File: config.mk
export PLATFORM = sky130hd
export DESIGN_NAME = lss_lmfc_sync
export DESIGN_NICKNAME = d
export VERILOG_FILES = /design/src/logic/lss_pkg.sv /design/src/logic/lss_lmfc_sync.sv /design/src/logic/lss_window_chk.sv
export VERILOG_INCLUDE_DIRS = /design/src /design/src/logic
export SDC_FILE = /design/constraint.sdc
export NUM_CORES = 1
export LEC_CHECK = 0
export ABC_AREA = 1
export BUFFER_PORTS_ARGS = -buffer_cell sky130_fd_sc_hd__buf_2
export CAP_MARGIN = 20
export CORE_MARGIN = 2
export CORE_UTILIZATION = 55
export CTS_CLUSTER_DIAMETER = 200
export DETAILED_ROUTE_END_ITERATION = 12
export PLACE_DENSITY_LB_ADDON = 0.08
export SYNTH_ARGS = -nofsm -noshare
export SYNTH_HDL_FRONTEND = slang
export SYNTH_SLANG_ARGS = --single-unit
File: constraint.sdc
create_clock -name ref_clk -period 2.4 [get_ports ref_clk]
set_input_delay 0.48 -clock ref_clk [delete_from_list [all_inputs] [get_ports ref_clk]]
set_output_delay 0.48 -clock ref_clk [all_outputs]
set_load 0.05 [all_outputs]
File: src/logic/lss_defines.svh
// Register map, field positions and encodings of the LMFC sync block
`ifndef LSS_DEFINES_SVH
`define LSS_DEFINES_SVH

`define LSS_AW 8
`define LSS_A_WINDOW 8'h34
`define LSS_A_PULSE_DELAY_COUNT 8'h35
`define LSS_A_PULSE_REFERENCE_COUNT 8'h36
`define LSS_A_LAST_PHASE_ERROR_LOW 8'h38
`define LSS_A_LAST_PHASE_ERROR_HIGH 8'h39
`define LSS_A_ALIGNMENT_CONTROL 8'h3A
`define LSS_A_STATUS 8'h3B
`define LSS_A_LIVE_ERR_LOW 8'h3C
`define LSS_A_LIVE_ERR_HIGH 8'h3D
`define LSS_A_IRQ_STATUS 8'h40
`define LSS_A_IRQ_CLEAR 8'h41
`define LSS_A_IRQ_ENABLE 8'h42

`define LSS_RST8 8'h00
`define LSS_WIN_W 3
`define LSS_ERR_W 9
`define LSS_ERR_MSB 8
`define LSS_LMFC_W 5
`define LSS_LMFC_ONE 5'h01
`define LSS_LMFC_LAST 5'h1F
`define LSS_CNT_ONE 9'h001

`define LSS_CTL_EN 7
`define LSS_CTL_ARM 6
`define LSS_CTL_CLR_STICKY 5
`define LSS_CTL_CLR_LAST 4
`define LSS_MODE_HI 3
`define LSS_MODE_LO 0

`define LSS_MODE_ONE_SHOT 4'h1
`define LSS_MODE_CONTINUOUS 4'h2
`define LSS_MODE_MONITOR 4'h8
`define LSS_MODE_ONE_THEN_MON 4'h9

`define LSS_LEH_UNDER 7
`define LSS_LEH_OVER 6
`define LSS_LEH_MSB 0

`define LSS_STS_BUSY 7
`define LSS_STS_LOCK 3
`define LSS_STS_ROTATE 2
`define LSS_STS_WLIM 1
`define LSS_STS_TRIP 0

`define LSS_IRQ_N 3
`define LSS_IRQ_TRIP 0
`define LSS_IRQ_ROTATE 1
`define LSS_IRQ_WLIM 2

`endif

File: src/logic/lss_pkg.sv
// Types shared by the LMFC sync block
package lss_pkg;
	typedef logic [7:0] lss_byte_t;
	typedef logic [8:0] lss_err_t;
	typedef enum logic [1:0] {
		LSS_IDLE,
		LSS_DELAY,
		LSS_ACTIVE,
		LSS_MONITOR
	} lss_state_e;
endpackage

File: src/logic/lss_lmfc_sync.sv
// LMFC to SYSREF phase alignment with register port and interrupt
`include "lss_defines.svh"

// Function
// - Window code n gives a tolerance of plus or minus n clocks.
// - Pulse mode waits the programmed LMFC periods before going active, or to monitor in monitor mode.
// - Rotate only after the programmed number of SYSREF pulses.
// - Under flag set when captured error fell below window.
// - Over flag set when captured error exceeded window.
// - Last error is nine bits; bit eight sits in upper bit zero.
// - Rising control bit 5 clears sticky rotated and tripped flags.
// - Rising control bit 4 clears last error and its flags.
// - Clocks untouched while error is inside window.
// - Mode codes: one shot, continuous, monitor, one shot then monitor.
// - On adjustment, copy the error measured at that pulse to last error, zero live error.
// - Rotated and tripped flags stay set until sticky clear.
module lss_lmfc_sync (
	input wire logic ref_clk,
	input wire logic rst_b,
	input wire logic [`LSS_AW-1:0] reg_addr,
	input wire lss_pkg::lss_byte_t reg_wdata,
	input wire logic reg_wr,
	input wire logic reg_rd,
	input wire logic sysref_in,
	output lss_pkg::lss_byte_t reg_rdata,
	output logic irq,
	output logic lmfc_edge
);
	import lss_pkg::*;

	// Register file
	logic [`LSS_WIN_W-1:0] window_q, window_d;
	lss_byte_t pulse_delay_periods_q, pulse_delay_periods_d;
	lss_byte_t pulses_per_rotate_q, pulses_per_rotate_d;
	lss_byte_t ctl_q, ctl_d;
	logic wr_ctl, clear_sticky_flags, clear_prev_error;
	logic align_arm_strobe, align_logic_on, mode_ok;
	logic [`LSS_MODE_HI:`LSS_MODE_LO] align_mode_select;

	// Sync machine
	lss_state_e state_q, state_d;
	lss_byte_t dcnt_q, dcnt_d, pcnt_q, pcnt_d;
	logic [`LSS_LMFC_W-1:0] lmfc_cnt_q, lmfc_cnt_d;
	lss_err_t live_phase_err_q, live_phase_err_d;
	lss_err_t prev_phase_err_q, prev_phase_err_d;
	logic prev_err_below_flag_q, prev_err_below_flag_d;
	logic prev_err_above_flag_q, prev_err_above_flag_d;
	logic tripped_flag_q, tripped_flag_d, rotated_q, rotated_d;
	logic wlim_q, wlim_d, lock_q, lock_d, sysref_q, lmfc_edge_q;

	// Events
	lss_err_t err_w;
	logic below_w, above_w, out_win, sysref_rise, listening;
	logic meas, reach, lmfc_wrap, rot_evt, trip_evt;

	// Interrupts and read port
	logic [`LSS_IRQ_N-1:0] irq_ev, irq_clr;
	logic [`LSS_IRQ_N-1:0] irq_st_q, irq_st_d, irq_en_q, irq_en_d;
	logic irq_q;
	lss_byte_t rdata_q, rdata_d;

	lss_window_chk u_window_chk (
		.lmfc_pos(lmfc_cnt_q),
		.phase_tolerance_window(window_q),
		.phase_err(err_w),
		.below(below_w),
		.above(above_w)
	);

	assign align_logic_on = ctl_q[`LSS_CTL_EN];
	assign align_mode_select = ctl_q[`LSS_MODE_HI:`LSS_MODE_LO];
	assign wr_ctl = reg_wr && (reg_addr == `LSS_A_ALIGNMENT_CONTROL);

	assign mode_ok = (align_mode_select == `LSS_MODE_ONE_SHOT) ||
		(align_mode_select == `LSS_MODE_CONTINUOUS) ||
		(align_mode_select == `LSS_MODE_MONITOR) ||
		(align_mode_select == `LSS_MODE_ONE_THEN_MON);

	assign align_arm_strobe = wr_ctl && reg_wdata[`LSS_CTL_ARM];
	assign clear_sticky_flags = wr_ctl &&
		reg_wdata[`LSS_CTL_CLR_STICKY] && !ctl_q[`LSS_CTL_CLR_STICKY];
	assign clear_prev_error = wr_ctl &&
		reg_wdata[`LSS_CTL_CLR_LAST] && !ctl_q[`LSS_CTL_CLR_LAST];

	always_comb begin : regs_next
		window_d = window_q;
		pulse_delay_periods_d = pulse_delay_periods_q;
		pulses_per_rotate_d = pulses_per_rotate_q;
		ctl_d = ctl_q;
		irq_en_d = irq_en_q;
		if (reg_wr) begin
			case (reg_addr)
				`LSS_A_WINDOW: window_d = reg_wdata[`LSS_WIN_W-1:0];
				`LSS_A_PULSE_DELAY_COUNT: pulse_delay_periods_d = reg_wdata;
				`LSS_A_PULSE_REFERENCE_COUNT: pulses_per_rotate_d = reg_wdata;
				`LSS_A_ALIGNMENT_CONTROL: begin
					ctl_d = reg_wdata;
					// Arm is a strobe and never stored
					ctl_d[`LSS_CTL_ARM] = 1'b0;
				end
				`LSS_A_IRQ_ENABLE: irq_en_d = reg_wdata[`LSS_IRQ_N-1:0];
				default: ;
			endcase
		end
	end

	always_ff @(posedge ref_clk or negedge rst_b) begin
		if (!rst_b) begin
			window_q <= '0;
			pulse_delay_periods_q <= `LSS_RST8;
			pulses_per_rotate_q <= `LSS_RST8;
			ctl_q <= `LSS_RST8;
			irq_en_q <= '0;
		end else begin
			window_q <= window_d;
			pulse_delay_periods_q <= pulse_delay_periods_d;
			pulses_per_rotate_q <= pulses_per_rotate_d;
			ctl_q <= ctl_d;
			irq_en_q <= irq_en_d;
		end
	end

	assign sysref_rise = sysref_in && !sysref_q;
	assign listening = (state_q == LSS_ACTIVE) || (state_q == LSS_MONITOR);
	assign meas = sysref_rise && listening;
	assign out_win = below_w || above_w;
	assign lmfc_wrap = lmfc_cnt_q == `LSS_LMFC_LAST;
	assign reach = ({1'b0, pcnt_q} + `LSS_CNT_ONE) >=
		{1'b0, pulses_per_rotate_q};
	assign rot_evt = meas && (state_q == LSS_ACTIVE) && reach && out_win &&
		(align_mode_select != `LSS_MODE_MONITOR);
	assign trip_evt = sysref_rise && (state_q != LSS_IDLE);

	always_comb begin : sync_next
		state_d = state_q;
		dcnt_d = dcnt_q;
		pcnt_d = pcnt_q;
		if (!align_logic_on) begin
			state_d = LSS_IDLE;
			dcnt_d = `LSS_RST8;
			pcnt_d = `LSS_RST8;
		end else if (align_arm_strobe && mode_ok) begin
			state_d = LSS_DELAY;
			dcnt_d = `LSS_RST8;
			pcnt_d = `LSS_RST8;
		end else begin
			case (state_q)
				LSS_IDLE: ;
				LSS_DELAY: begin
					if (dcnt_q >= pulse_delay_periods_q) begin
						if (align_mode_select == `LSS_MODE_MONITOR) begin
							state_d = LSS_MONITOR;
						end else begin
							state_d = LSS_ACTIVE;
						end
					end else if (lmfc_wrap) begin
						dcnt_d = dcnt_q + 8'h01;
					end
				end
				LSS_ACTIVE: begin
					if (meas && reach) begin
						pcnt_d = `LSS_RST8;
						case (align_mode_select)
							`LSS_MODE_ONE_SHOT: state_d = LSS_IDLE;
							`LSS_MODE_ONE_THEN_MON: state_d = LSS_MONITOR;
							`LSS_MODE_MONITOR: state_d = LSS_MONITOR;
							`LSS_MODE_CONTINUOUS: state_d = LSS_ACTIVE;
							default: state_d = LSS_IDLE;
						endcase
					end else if (meas) begin
						pcnt_d = pcnt_q + 8'h01;
					end
				end
				LSS_MONITOR: ;
				default: state_d = LSS_IDLE;
			endcase
		end
	end

	always_comb begin : err_next
		lmfc_cnt_d = rot_evt ? `LSS_LMFC_ONE : lmfc_cnt_q + 1'b1;
		live_phase_err_d = live_phase_err_q;
		prev_phase_err_d = prev_phase_err_q;
		prev_err_below_flag_d = prev_err_below_flag_q;
		prev_err_above_flag_d = prev_err_above_flag_q;
		wlim_d = wlim_q;
		lock_d = lock_q;
		if (rot_evt) begin
			live_phase_err_d = '0;
			prev_phase_err_d = err_w;
			prev_err_below_flag_d = below_w;
			prev_err_above_flag_d = above_w;
		end else begin
			if (meas) begin
				live_phase_err_d = err_w;
			end
			if (clear_prev_error) begin
				prev_phase_err_d = '0;
				prev_err_below_flag_d = 1'b0;
				prev_err_above_flag_d = 1'b0;
			end
		end
		if (meas) begin
			wlim_d = out_win;
			lock_d = !out_win || rot_evt;
		end
		if (!align_logic_on) begin
			lock_d = 1'b0;
		end
		rotated_d = rot_evt || (rotated_q && !clear_sticky_flags);
		tripped_flag_d = trip_evt || (tripped_flag_q && !clear_sticky_flags);
	end

	always_ff @(posedge ref_clk or negedge rst_b) begin
		if (!rst_b) begin
			state_q <= LSS_IDLE;
			dcnt_q <= `LSS_RST8;
			pcnt_q <= `LSS_RST8;
			lmfc_cnt_q <= '0;
			sysref_q <= 1'b0;
			live_phase_err_q <= '0;
			prev_phase_err_q <= '0;
			prev_err_below_flag_q <= 1'b0;
			prev_err_above_flag_q <= 1'b0;
			tripped_flag_q <= 1'b0;
			rotated_q <= 1'b0;
			wlim_q <= 1'b0;
			lock_q <= 1'b0;
			lmfc_edge_q <= 1'b0;
		end else begin
			state_q <= state_d;
			dcnt_q <= dcnt_d;
			pcnt_q <= pcnt_d;
			lmfc_cnt_q <= lmfc_cnt_d;
			sysref_q <= sysref_in;
			live_phase_err_q <= live_phase_err_d;
			prev_phase_err_q <= prev_phase_err_d;
			prev_err_below_flag_q <= prev_err_below_flag_d;
			prev_err_above_flag_q <= prev_err_above_flag_d;
			tripped_flag_q <= tripped_flag_d;
			rotated_q <= rotated_d;
			wlim_q <= wlim_d;
			lock_q <= lock_d;
			lmfc_edge_q <= lmfc_cnt_d == '0;
		end
	end

	assign irq_ev[`LSS_IRQ_TRIP] = trip_evt;
	assign irq_ev[`LSS_IRQ_ROTATE] = rot_evt;
	assign irq_ev[`LSS_IRQ_WLIM] = meas && out_win;
	assign irq_clr = (reg_wr && (reg_addr == `LSS_A_IRQ_CLEAR)) ?
		reg_wdata[`LSS_IRQ_N-1:0] : '0;

	// Event set wins over a clear in the same cycle
	for (genvar g = 0; g < `LSS_IRQ_N; g++) begin : g_irq
		assign irq_st_d[g] = irq_ev[g] || (irq_st_q[g] && !irq_clr[g]);
	end

	always_comb begin : read_next
		rdata_d = `LSS_RST8;
		if (reg_rd) begin
			case (reg_addr)
				`LSS_A_WINDOW: rdata_d[`LSS_WIN_W-1:0] = window_q;
				`LSS_A_PULSE_DELAY_COUNT: rdata_d = pulse_delay_periods_q;
				`LSS_A_PULSE_REFERENCE_COUNT: rdata_d = pulses_per_rotate_q;
				`LSS_A_LAST_PHASE_ERROR_LOW: rdata_d = prev_phase_err_q[7:0];
				`LSS_A_LAST_PHASE_ERROR_HIGH: begin
					rdata_d[`LSS_LEH_UNDER] = prev_err_below_flag_q;
					rdata_d[`LSS_LEH_OVER] = prev_err_above_flag_q;
					rdata_d[`LSS_LEH_MSB] = prev_phase_err_q[`LSS_ERR_MSB];
				end
				`LSS_A_ALIGNMENT_CONTROL: rdata_d = ctl_q;
				`LSS_A_STATUS: begin
					rdata_d[`LSS_STS_BUSY] = state_q != LSS_IDLE;
					rdata_d[`LSS_STS_LOCK] = lock_q;
					rdata_d[`LSS_STS_ROTATE] = rotated_q;
					rdata_d[`LSS_STS_WLIM] = wlim_q;
					rdata_d[`LSS_STS_TRIP] = tripped_flag_q;
				end
				`LSS_A_LIVE_ERR_LOW: rdata_d = live_phase_err_q[7:0];
				`LSS_A_LIVE_ERR_HIGH:
					rdata_d[0] = live_phase_err_q[`LSS_ERR_MSB];
				`LSS_A_IRQ_STATUS: rdata_d[`LSS_IRQ_N-1:0] = irq_st_q;
				`LSS_A_IRQ_ENABLE: rdata_d[`LSS_IRQ_N-1:0] = irq_en_q;
				default: ;
			endcase
		end
	end

	always_ff @(posedge ref_clk or negedge rst_b) begin
		if (!rst_b) begin
			irq_st_q <= '0;
			irq_q <= 1'b0;
			rdata_q <= `LSS_RST8;
		end else begin
			irq_st_q <= irq_st_d;
			irq_q <= |(irq_st_d & irq_en_d);
			rdata_q <= rdata_d;
		end
	end

	assign reg_rdata = rdata_q;
	assign irq = irq_q;
	assign lmfc_edge = lmfc_edge_q;
endmodule // lss_lmfc_sync

File: src/logic/lss_window_chk.sv
// Phase error from LMFC position and tolerance window compare
`include "lss_defines.svh"

module lss_window_chk (
	input wire logic [`LSS_LMFC_W-1:0] lmfc_pos,
	input wire logic [`LSS_WIN_W-1:0] phase_tolerance_window,
	output lss_pkg::lss_err_t phase_err,
	output logic below,
	output logic above
);
	import lss_pkg::*;

	logic signed [`LSS_ERR_W-1:0] err_s;
	logic signed [`LSS_ERR_W-1:0] win_s;

	// Upper half of the LMFC period counts as early (negative)
	assign err_s = {{(`LSS_ERR_W-`LSS_LMFC_W){lmfc_pos[`LSS_LMFC_W-1]}},
		lmfc_pos};
	assign win_s = {{(`LSS_ERR_W-`LSS_WIN_W){1'b0}},
		phase_tolerance_window};
	assign phase_err = err_s;
	assign below = err_s < -win_s;
	assign above = err_s > win_s;
endmodule // lss_window_chk

# After elaboration in Yosys (flattened, before gate mapping)
# Cells that the tools add are included.
[word_totals]
register_bits = 90
latch_bits = 0
ram_bits = 0
rom_bits = 0
in_bits = 21
out_inout_bits = 10
elab_cells = 153
mem_count = 0
[op_classes]
n_addsub = 5
mul = 0
div_mod_pow = 0
magnitude_cmp = 4
eq_ne = 30
n_shift = 0
n_mux = 37
bitwise_logic = 1
n_reduce_logical = 54
[ops]
columns = ["cell", "n"]
rows = [
  ["8-bit two-way mux", 11],
  ["8-bit by 6-bit == test with 1-bit output (second input constant)", 9],
  ["9-bit two-way mux", 4],
  ["8-bit by 7-bit == test with 1-bit output (second input constant)", 3],
  ["1-bit logical AND", 22],
  ["2-bit one-hot mux with 9 select lines", 1],
  ["8-bit by 1-bit adder with 8-bit output (second input constant)", 2],
  ["1-bit logical OR", 11],
  ["1-bit one-hot mux with 11 select lines", 1],
  ["2-bit one-hot mux with 5 select lines", 1],
  ["2-bit AND reduction", 5],
  ["8-bit by 1-bit adder with 9-bit output (second input constant)", 1],
  ["9-bit by 8-bit greater-or-equal comparator with 1-bit output", 1],
  ["5-bit by 9-bit less-than comparator with 1-bit output", 1],
  ["3-bit two-way mux", 3],
  ["3-bit by 1-bit != test with 1-bit output (second input constant)", 3],
  ["3-bit negator with 9-bit output", 1],
  ["4-bit == test (second input constant)", 2],
  ["8-bit greater-or-equal comparator", 1],
  ["1-bit logical NOT", 8],
  ["2-bit two-way mux", 4],
  ["4-bit by 1-bit != test with 1-bit output (second input constant)", 2],
  ["4-bit != test (second input constant)", 2],
  ["2-bit one-hot mux with 2 select lines", 2],
  ["21 further kinds", 30],
]

# Longest topological paths before layout
[depth]
ltp_word = 10
depth_mapped = 18
ltp_nobuf = 18

# By module
# From an unflattened synthesis, not the netlist that was laid out.
[hier_totals]
hier_cells = 680
hier_area_um2 = 5323.9
[modules_own_cells]
columns = ["module", "instances", "cells_per_inst", "area_per_inst_um2", "seq_area_each_um2"]
rows = [
  ["lss_lmfc_sync", 1, 631, 5017.3, 2252.2],
  ["lss_window_chk", 1, 49, 306.5, 0.0],
]

# Worst setup path after synthesis
# No wires, ideal clock.
[synth_timing]
kind = "register to register"
from = "reg pcnt_q[0]"
to = "reg lmfc_edge_q, in the netlist lmfc_edge"
setup_time_ns = 0.071
t_arrival_ns = 2.162
t_required_ns = 2.329
slack_ns = 0.166
stages_incl_launch_ff = 15
path_buffers = 1
period_less_slack_ns = 2.234
path_cell_list = "dfrtp_1 > ha_1 > nand2_1 > nor2_1 > xor2_1 > ha_1 > a21o_1 > nor2_1 > nor2_1 > nor2_1 > nand3_2 > nand2_4 > buf_6 > nand3_1 > nor2_1"
[synth_via]
elab_chain_len = 7
[synth_rtl]
columns = ["element", "line", "source"]
rows = [
  ["start: declaration", "lss_lmfc_sync.sv:42", "lss_byte_t dcnt_q, dcnt_d, pcnt_q, pcnt_d;"],
  ["start signal: assignment", "lss_lmfc_sync.sv:218", "pcnt_q <= `LSS_RST8;"],
  ["start signal: assignment", "lss_lmfc_sync.sv:233", "pcnt_q <= pcnt_d;"],
  ["8-bit by 1-bit adder with 9-bit output (no line)", "--", ""],
  ["9-bit by 8-bit greater-or-equal comparator with 1-bit output", "lss_lmfc_sync.sv:128", "assign reach = ({1'b0, pcnt_q} + `LSS_CNT_ONE) >="],
  ["1-bit logical AND (3 in series)", "lss_lmfc_sync.sv:130", "assign rot_evt = meas && (state_q == LSS_ACTIVE) && reach && out_win &&"],
  ["5-bit two-way mux", "lss_lmfc_sync.sv:181", "lmfc_cnt_d = rot_evt ? `LSS_LMFC_ONE : lmfc_cnt_q + 1'b1;"],
  ["5-bit logical NOT", "lss_lmfc_sync.sv:244", "lmfc_edge_q <= lmfc_cnt_d == '0;"],
  ["end signal: assignment", "lss_lmfc_sync.sv:229", "lmfc_edge_q <= 1'b0;"],
  ["end signal: assignment", "lss_lmfc_sync.sv:244", ""],
  ["end: declaration", "lss_lmfc_sync.sv:49", "logic wlim_q, wlim_d, lock_q, lock_d, sysref_q, lmfc_edge_q;"],
]
# Every way passes these cells.
# A chain may end at the register's enable or synchronous reset.

# Final worst setup path
[layout_timing]
from = "reg pcnt_q[0]"
to = "reg pcnt_q[6]"
[layout_via]
elab_chain_len = 7
elab_cells_between_ends = 11
cone_classes = "2 x add/sub; 1 x order compare; 1 x eq/ne; 5 x mux; 2 x reduce/logical"
[layout_rtl]
columns = ["element", "line", "source"]
rows = [
  ["8-bit by 1-bit adder with 9-bit output (no line)", "--", ""],
  ["9-bit by 8-bit greater-or-equal comparator with 1-bit output", "lss_lmfc_sync.sv:128", ""],
  ["1-bit logical AND", "lss_lmfc_sync.sv:161", "if (meas && reach) begin"],
  ["8-bit two-way mux", "lss_lmfc_sync.sv:161", ""],
  ["8-bit two-way mux", "lss_lmfc_sync.sv:147", "case (state_q)"],
  ["8-bit two-way mux", "lss_lmfc_sync.sv:142", "end else if (align_arm_strobe && mode_ok) begin"],
  ["8-bit two-way mux", "lss_lmfc_sync.sv:138", "if (!align_logic_on) begin"],
]
# Parallel ways exist; a longest one is shown, timed or not. The select of a mux whose other input is x is not followed.

==> metrics.cfg <==
[job]
drv.max_cap_violation_count = 0

[synthesis]
ys_ff_latch = 82
synth_area_mm2 = 0.00476
count_of_yosys_warnings_during_synthesis = 0
synthesis.area_per_instance_um2 = 7.78
synth_cells = 612
synth_seq_area_share_pct = 43.1
synth.distinct_cells = 36
synthesis.nets = 663

[sta]
finalMaxSlewViolations = 0
final_min_period_over_clock_period_pct = 103
final-hold-violation-count = 0
rsz0062_at_grt = true
final_period_minus_worst_setup_slack_ps = 2480
fin_worst_skew_ps = 10.6
fin_tns_setup_ps = -1190
worst_pin_slew_ps = 645
max_clock_freq_ghz = 0.403
finalSetupViolCount = 24
timing.final.ws_setup_ps = -79.8
slew-limit-headroom_pct = 57.0

[die]
die_y_um = 97.0
design.core.area_mm2 = 0.00830
rows = 33
floorplan.initialDensity_pct = 57.4
design.die.area_mm2 = 0.00942
die_w_um = 97.0
floorplan.io_pins = 31

[setup_path]
path_class = reg -> reg
worst_r2r_startpoint = pcnt_q[0]$_DFFE_PN0P_
critical_path_peak_fanout = 4
critical_path_start_type = flop
timing.critical_path.to_type = flop
crit_arrival_ps = 2740
worst_setup_path_startpoint = pcnt_q[0]$_DFFE_PN0P_
critical_path_required_ps = 2660

[clocking]
tritoncts_clock_tree = yes
max-clock-path-buffers = 2
cts.sinks = 82
clock_insertion_delay_worst_skew_ps = 360
cts-root-buf = sky130_fd_sc_hd__clkbuf_8
htreeDepth = 3
clock_transition_at_the_registers_of_the_reported_paths_ps = 80
cts_buffers = 9

[drt]
wl_mm = 12.0
route.vias.total = 4340
viasPerCell = 5.57
router_iterations_before_antenna_repair = 5
avgRoutedWirePerCell_um = 15.5
antenna_left = 0
initialDrtViolationCount = 306
number_of_remaining_drc_errors = 0

[global_route]
number_of_global_route_vias_before_repair = 4213
grt_util_all_layers_pct = 26.9
grt_max_degree = 50
number_of_antenna_violations_at_the_first_check_in_global_routing = 0
grt_remaining_overflow = 0
grt_first_pass_wirelength_mm = 20.3

[final_layout]
num-fill-cells = 718
layout-drive-gt1-share_pct = 14.5
sequential_cell_area_mm2 = 0.00205
areaGrowthSynthToFinish_pct = 14.5
multi_input_area_mm2 = 0.00239
diodes = 0
core_utilization_of_the_finished_layout_pct = 65.7
post_layout_nets = 720

[status]
violations = setup timing
outcome = finished with violations

[placed_design]
post-dp-hpwl_mm = 9.04
port_buffers = 30
placement.setup.worst_slack_ps = -81.4
gp_congestion = 0.911

[power]
total_leakage_power_nw = 2.87
p_per_area_mw_per_mm2 = 819
ir_drop_v = 0.000575

[min_path]
hold_path_class = in -> async

==> cells in the final DEF, fill, tap and decap left out, drive strengths merged, types with 3 or more instances in the layout <==
cell type / Yosys / layout
nor3: 16 / 16
ha: 30 / 30
nor2: 58 / 58
nand3b: 7 / 7
nand2: 148 / 148
inv: 101 / 101
buf: 3 / 52
nand4: 10 / 10
o21ai: 69 / 69
o221ai: 3 / 3
a21oi: 16 / 16
a21boi: 4 / 4
nand3: 35 / 35
clkinv: 0 / 3
xor2: 10 / 10
clkbuf: 3 / 11
o22ai: 8 / 8
dfrtp: 82 / 82
==> worst max-delay path: stages, from the launching register on <==
cell and delay (ps):
sky130_fd_sc_hd__dfrtp_1 420, sky130_fd_sc_hd__nand3_1 140, sky130_fd_sc_hd__nor2_2 120, sky130_fd_sc_hd__nand4_1 110, sky130_fd_sc_hd__xor2_1 190, sky130_fd_sc_hd__inv_1 110, sky130_fd_sc_hd__ha_4 290, sky130_fd_sc_hd__nand2_1 70
sky130_fd_sc_hd__nor4_2 260, sky130_fd_sc_hd__nand2_1 140, sky130_fd_sc_hd__nand3_4 160, sky130_fd_sc_hd__nand2_1 100, sky130_fd_sc_hd__buf_4 150, sky130_fd_sc_hd__nand4_1 60, sky130_fd_sc_hd__nand2_1 50
==> synthesized netlist by cell type, drive strengths merged <==
| master | n | area share [%] |
|---|---|---|
| o221ai | 3 | 0.55 |
| nand3b | 7 | 1.1 |
| a21o | 2 | 0.32 |
| nor2 | 58 | 4.8 |
| a21boi | 4 | 0.63 |
| nand3 | 35 | 4.0 |
| o21ai | 69 | 7.3 |
| o22ai | 8 | 1.1 |
| nor4 | 2 | 0.26 |
| xor2 | 10 | 1.8 |
| o21bai | 1 | 0.16 |
| and3 | 1 | 0.13 |
| xnor2 | 1 | 0.18 |
| nand2 | 148 | 13 |
| nand4 | 10 | 1.3 |
| clkbuf | 3 | 0.24 |
| nor3 | 16 | 1.9 |
| buf | 3 | 0.71 |
| ha | 30 | 7.9 |
| a21oi | 16 | 1.7 |
| inv | 101 | 8.0 |
| dfrtp | 82 | 43 |
| a31oi | 1 | 0.13 |
| o211ai | 1 | 0.16 |
==> metal layers <==
| layer | wire [um] | up-vias | track usage, % | share of wire (%) |
|---|---|---|---|---|
| met5 | 0 | - | 0 | 0 |
| met4 | 239 | 0 | 9.32 | 2.0 |
| met3 | 808 | 20 | 4.05 | 6.7 |
| met2 | 5410 | 161 | 41.8 | 45 |
| met1 | 5590 | 2066 | 38.7 | 46 |
| li1 | - | 2093 | - | - |
==> flip-flops by register name, summed over array words and instances (netlist names) <==
name and count:
dcnt_q 8, pcnt_q 8, pulse_delay_periods_q 8, pulses_per_rotate_q 8, reg_rdata 8, ctl_q 7, live_phase_err_q 5, lmfc_cnt_q 5
prev_phase_err_q 5, irq_en_q 3, irq_st_q 3, window_q 3, state_q 2, irq 1, lmfc_edge 1, lock_q 1
prev_err_above_flag_q 1, prev_err_below_flag_q 1, rotated_q 1, sysref_q 1, tripped_flag_q 1, wlim_q 1
==> power breakdown <==
part	internal, mW	switching [mW]
sequential	1.63	0.221
combinational	0.659	1.05
clock	0.399	0.513
==> final timing paths <==
| path | to | slack (ps) | depth (start not counted) |
|---|---|---|---|
| worst min-delay path | irq_en_q[2]$_DFF_PN0_ | 130 | 1 |
| worst max-delay path | pcnt_q[6]$_DFFE_PN0P_ | -80 | 14 |
| worst max register to register | pcnt_q[6]$_DFFE_PN0P_ | -80 | 14 |
| min in group ref_clk | sysref_q$_DFF_PN0_ | 240 | 1 |
| max in group asynchronous | pulses_per_rotate_q[3]$_DFFE_PN0P_ | 1600 | 2 |
| worst min register to register | pulses_per_rotate_q[5]$_DFFE_PN0P_ | 490 | 2 |
==> final cells by class <==
type	instances	area share [%]
flip-flops and latches	82	37.6
multi-input cells	423	43.9
clock buffers	11	2.59
clock inverters	5	0.551
repair buffers	52	5.90
well taps	105	2.41
inverters	101	7.04
==> stage by stage <==
step                      hold slack, ps  total power [mW]  instance area (um2)  instances
after detailed placement             475              3.33                 5120        757
final                                125              4.47                 5450        779
after floorplan                      184              2.84                 4760        612
after global placement               467              3.28                 5120        757
after global routing                 201              4.79                 5450        779
after CTS                            165              4.34                 5370        776
==> cells by family (layout without fill, tap and decap cells) <==
logic type | count (synthesis) | in the layout | synth area share, %
fa+ha+maj | 30 | 30 | 7.88
simple gates | 277 | 277 | 26.1
compound gates | 105 | 105 | 11.9
xor+xnor | 11 | 11 | 2.02
buf+inv | 107 | 169 | 8.96
flops | 82 | 82 | 43.1
==> what timing repair did <==
| item | CTS | global route |
|---|---|---|
| cloned | 0 | 0 |
| setup buffers | 3 | 3 |
| gates resized for setup | 15 | 13 |
| pin swaps | 13 | 10 |
| setup endpoints to repair | 30 | 32 |
| hold buffers | 0 | 0 |
No activity file was read; power rests on OpenSTA's default activity.
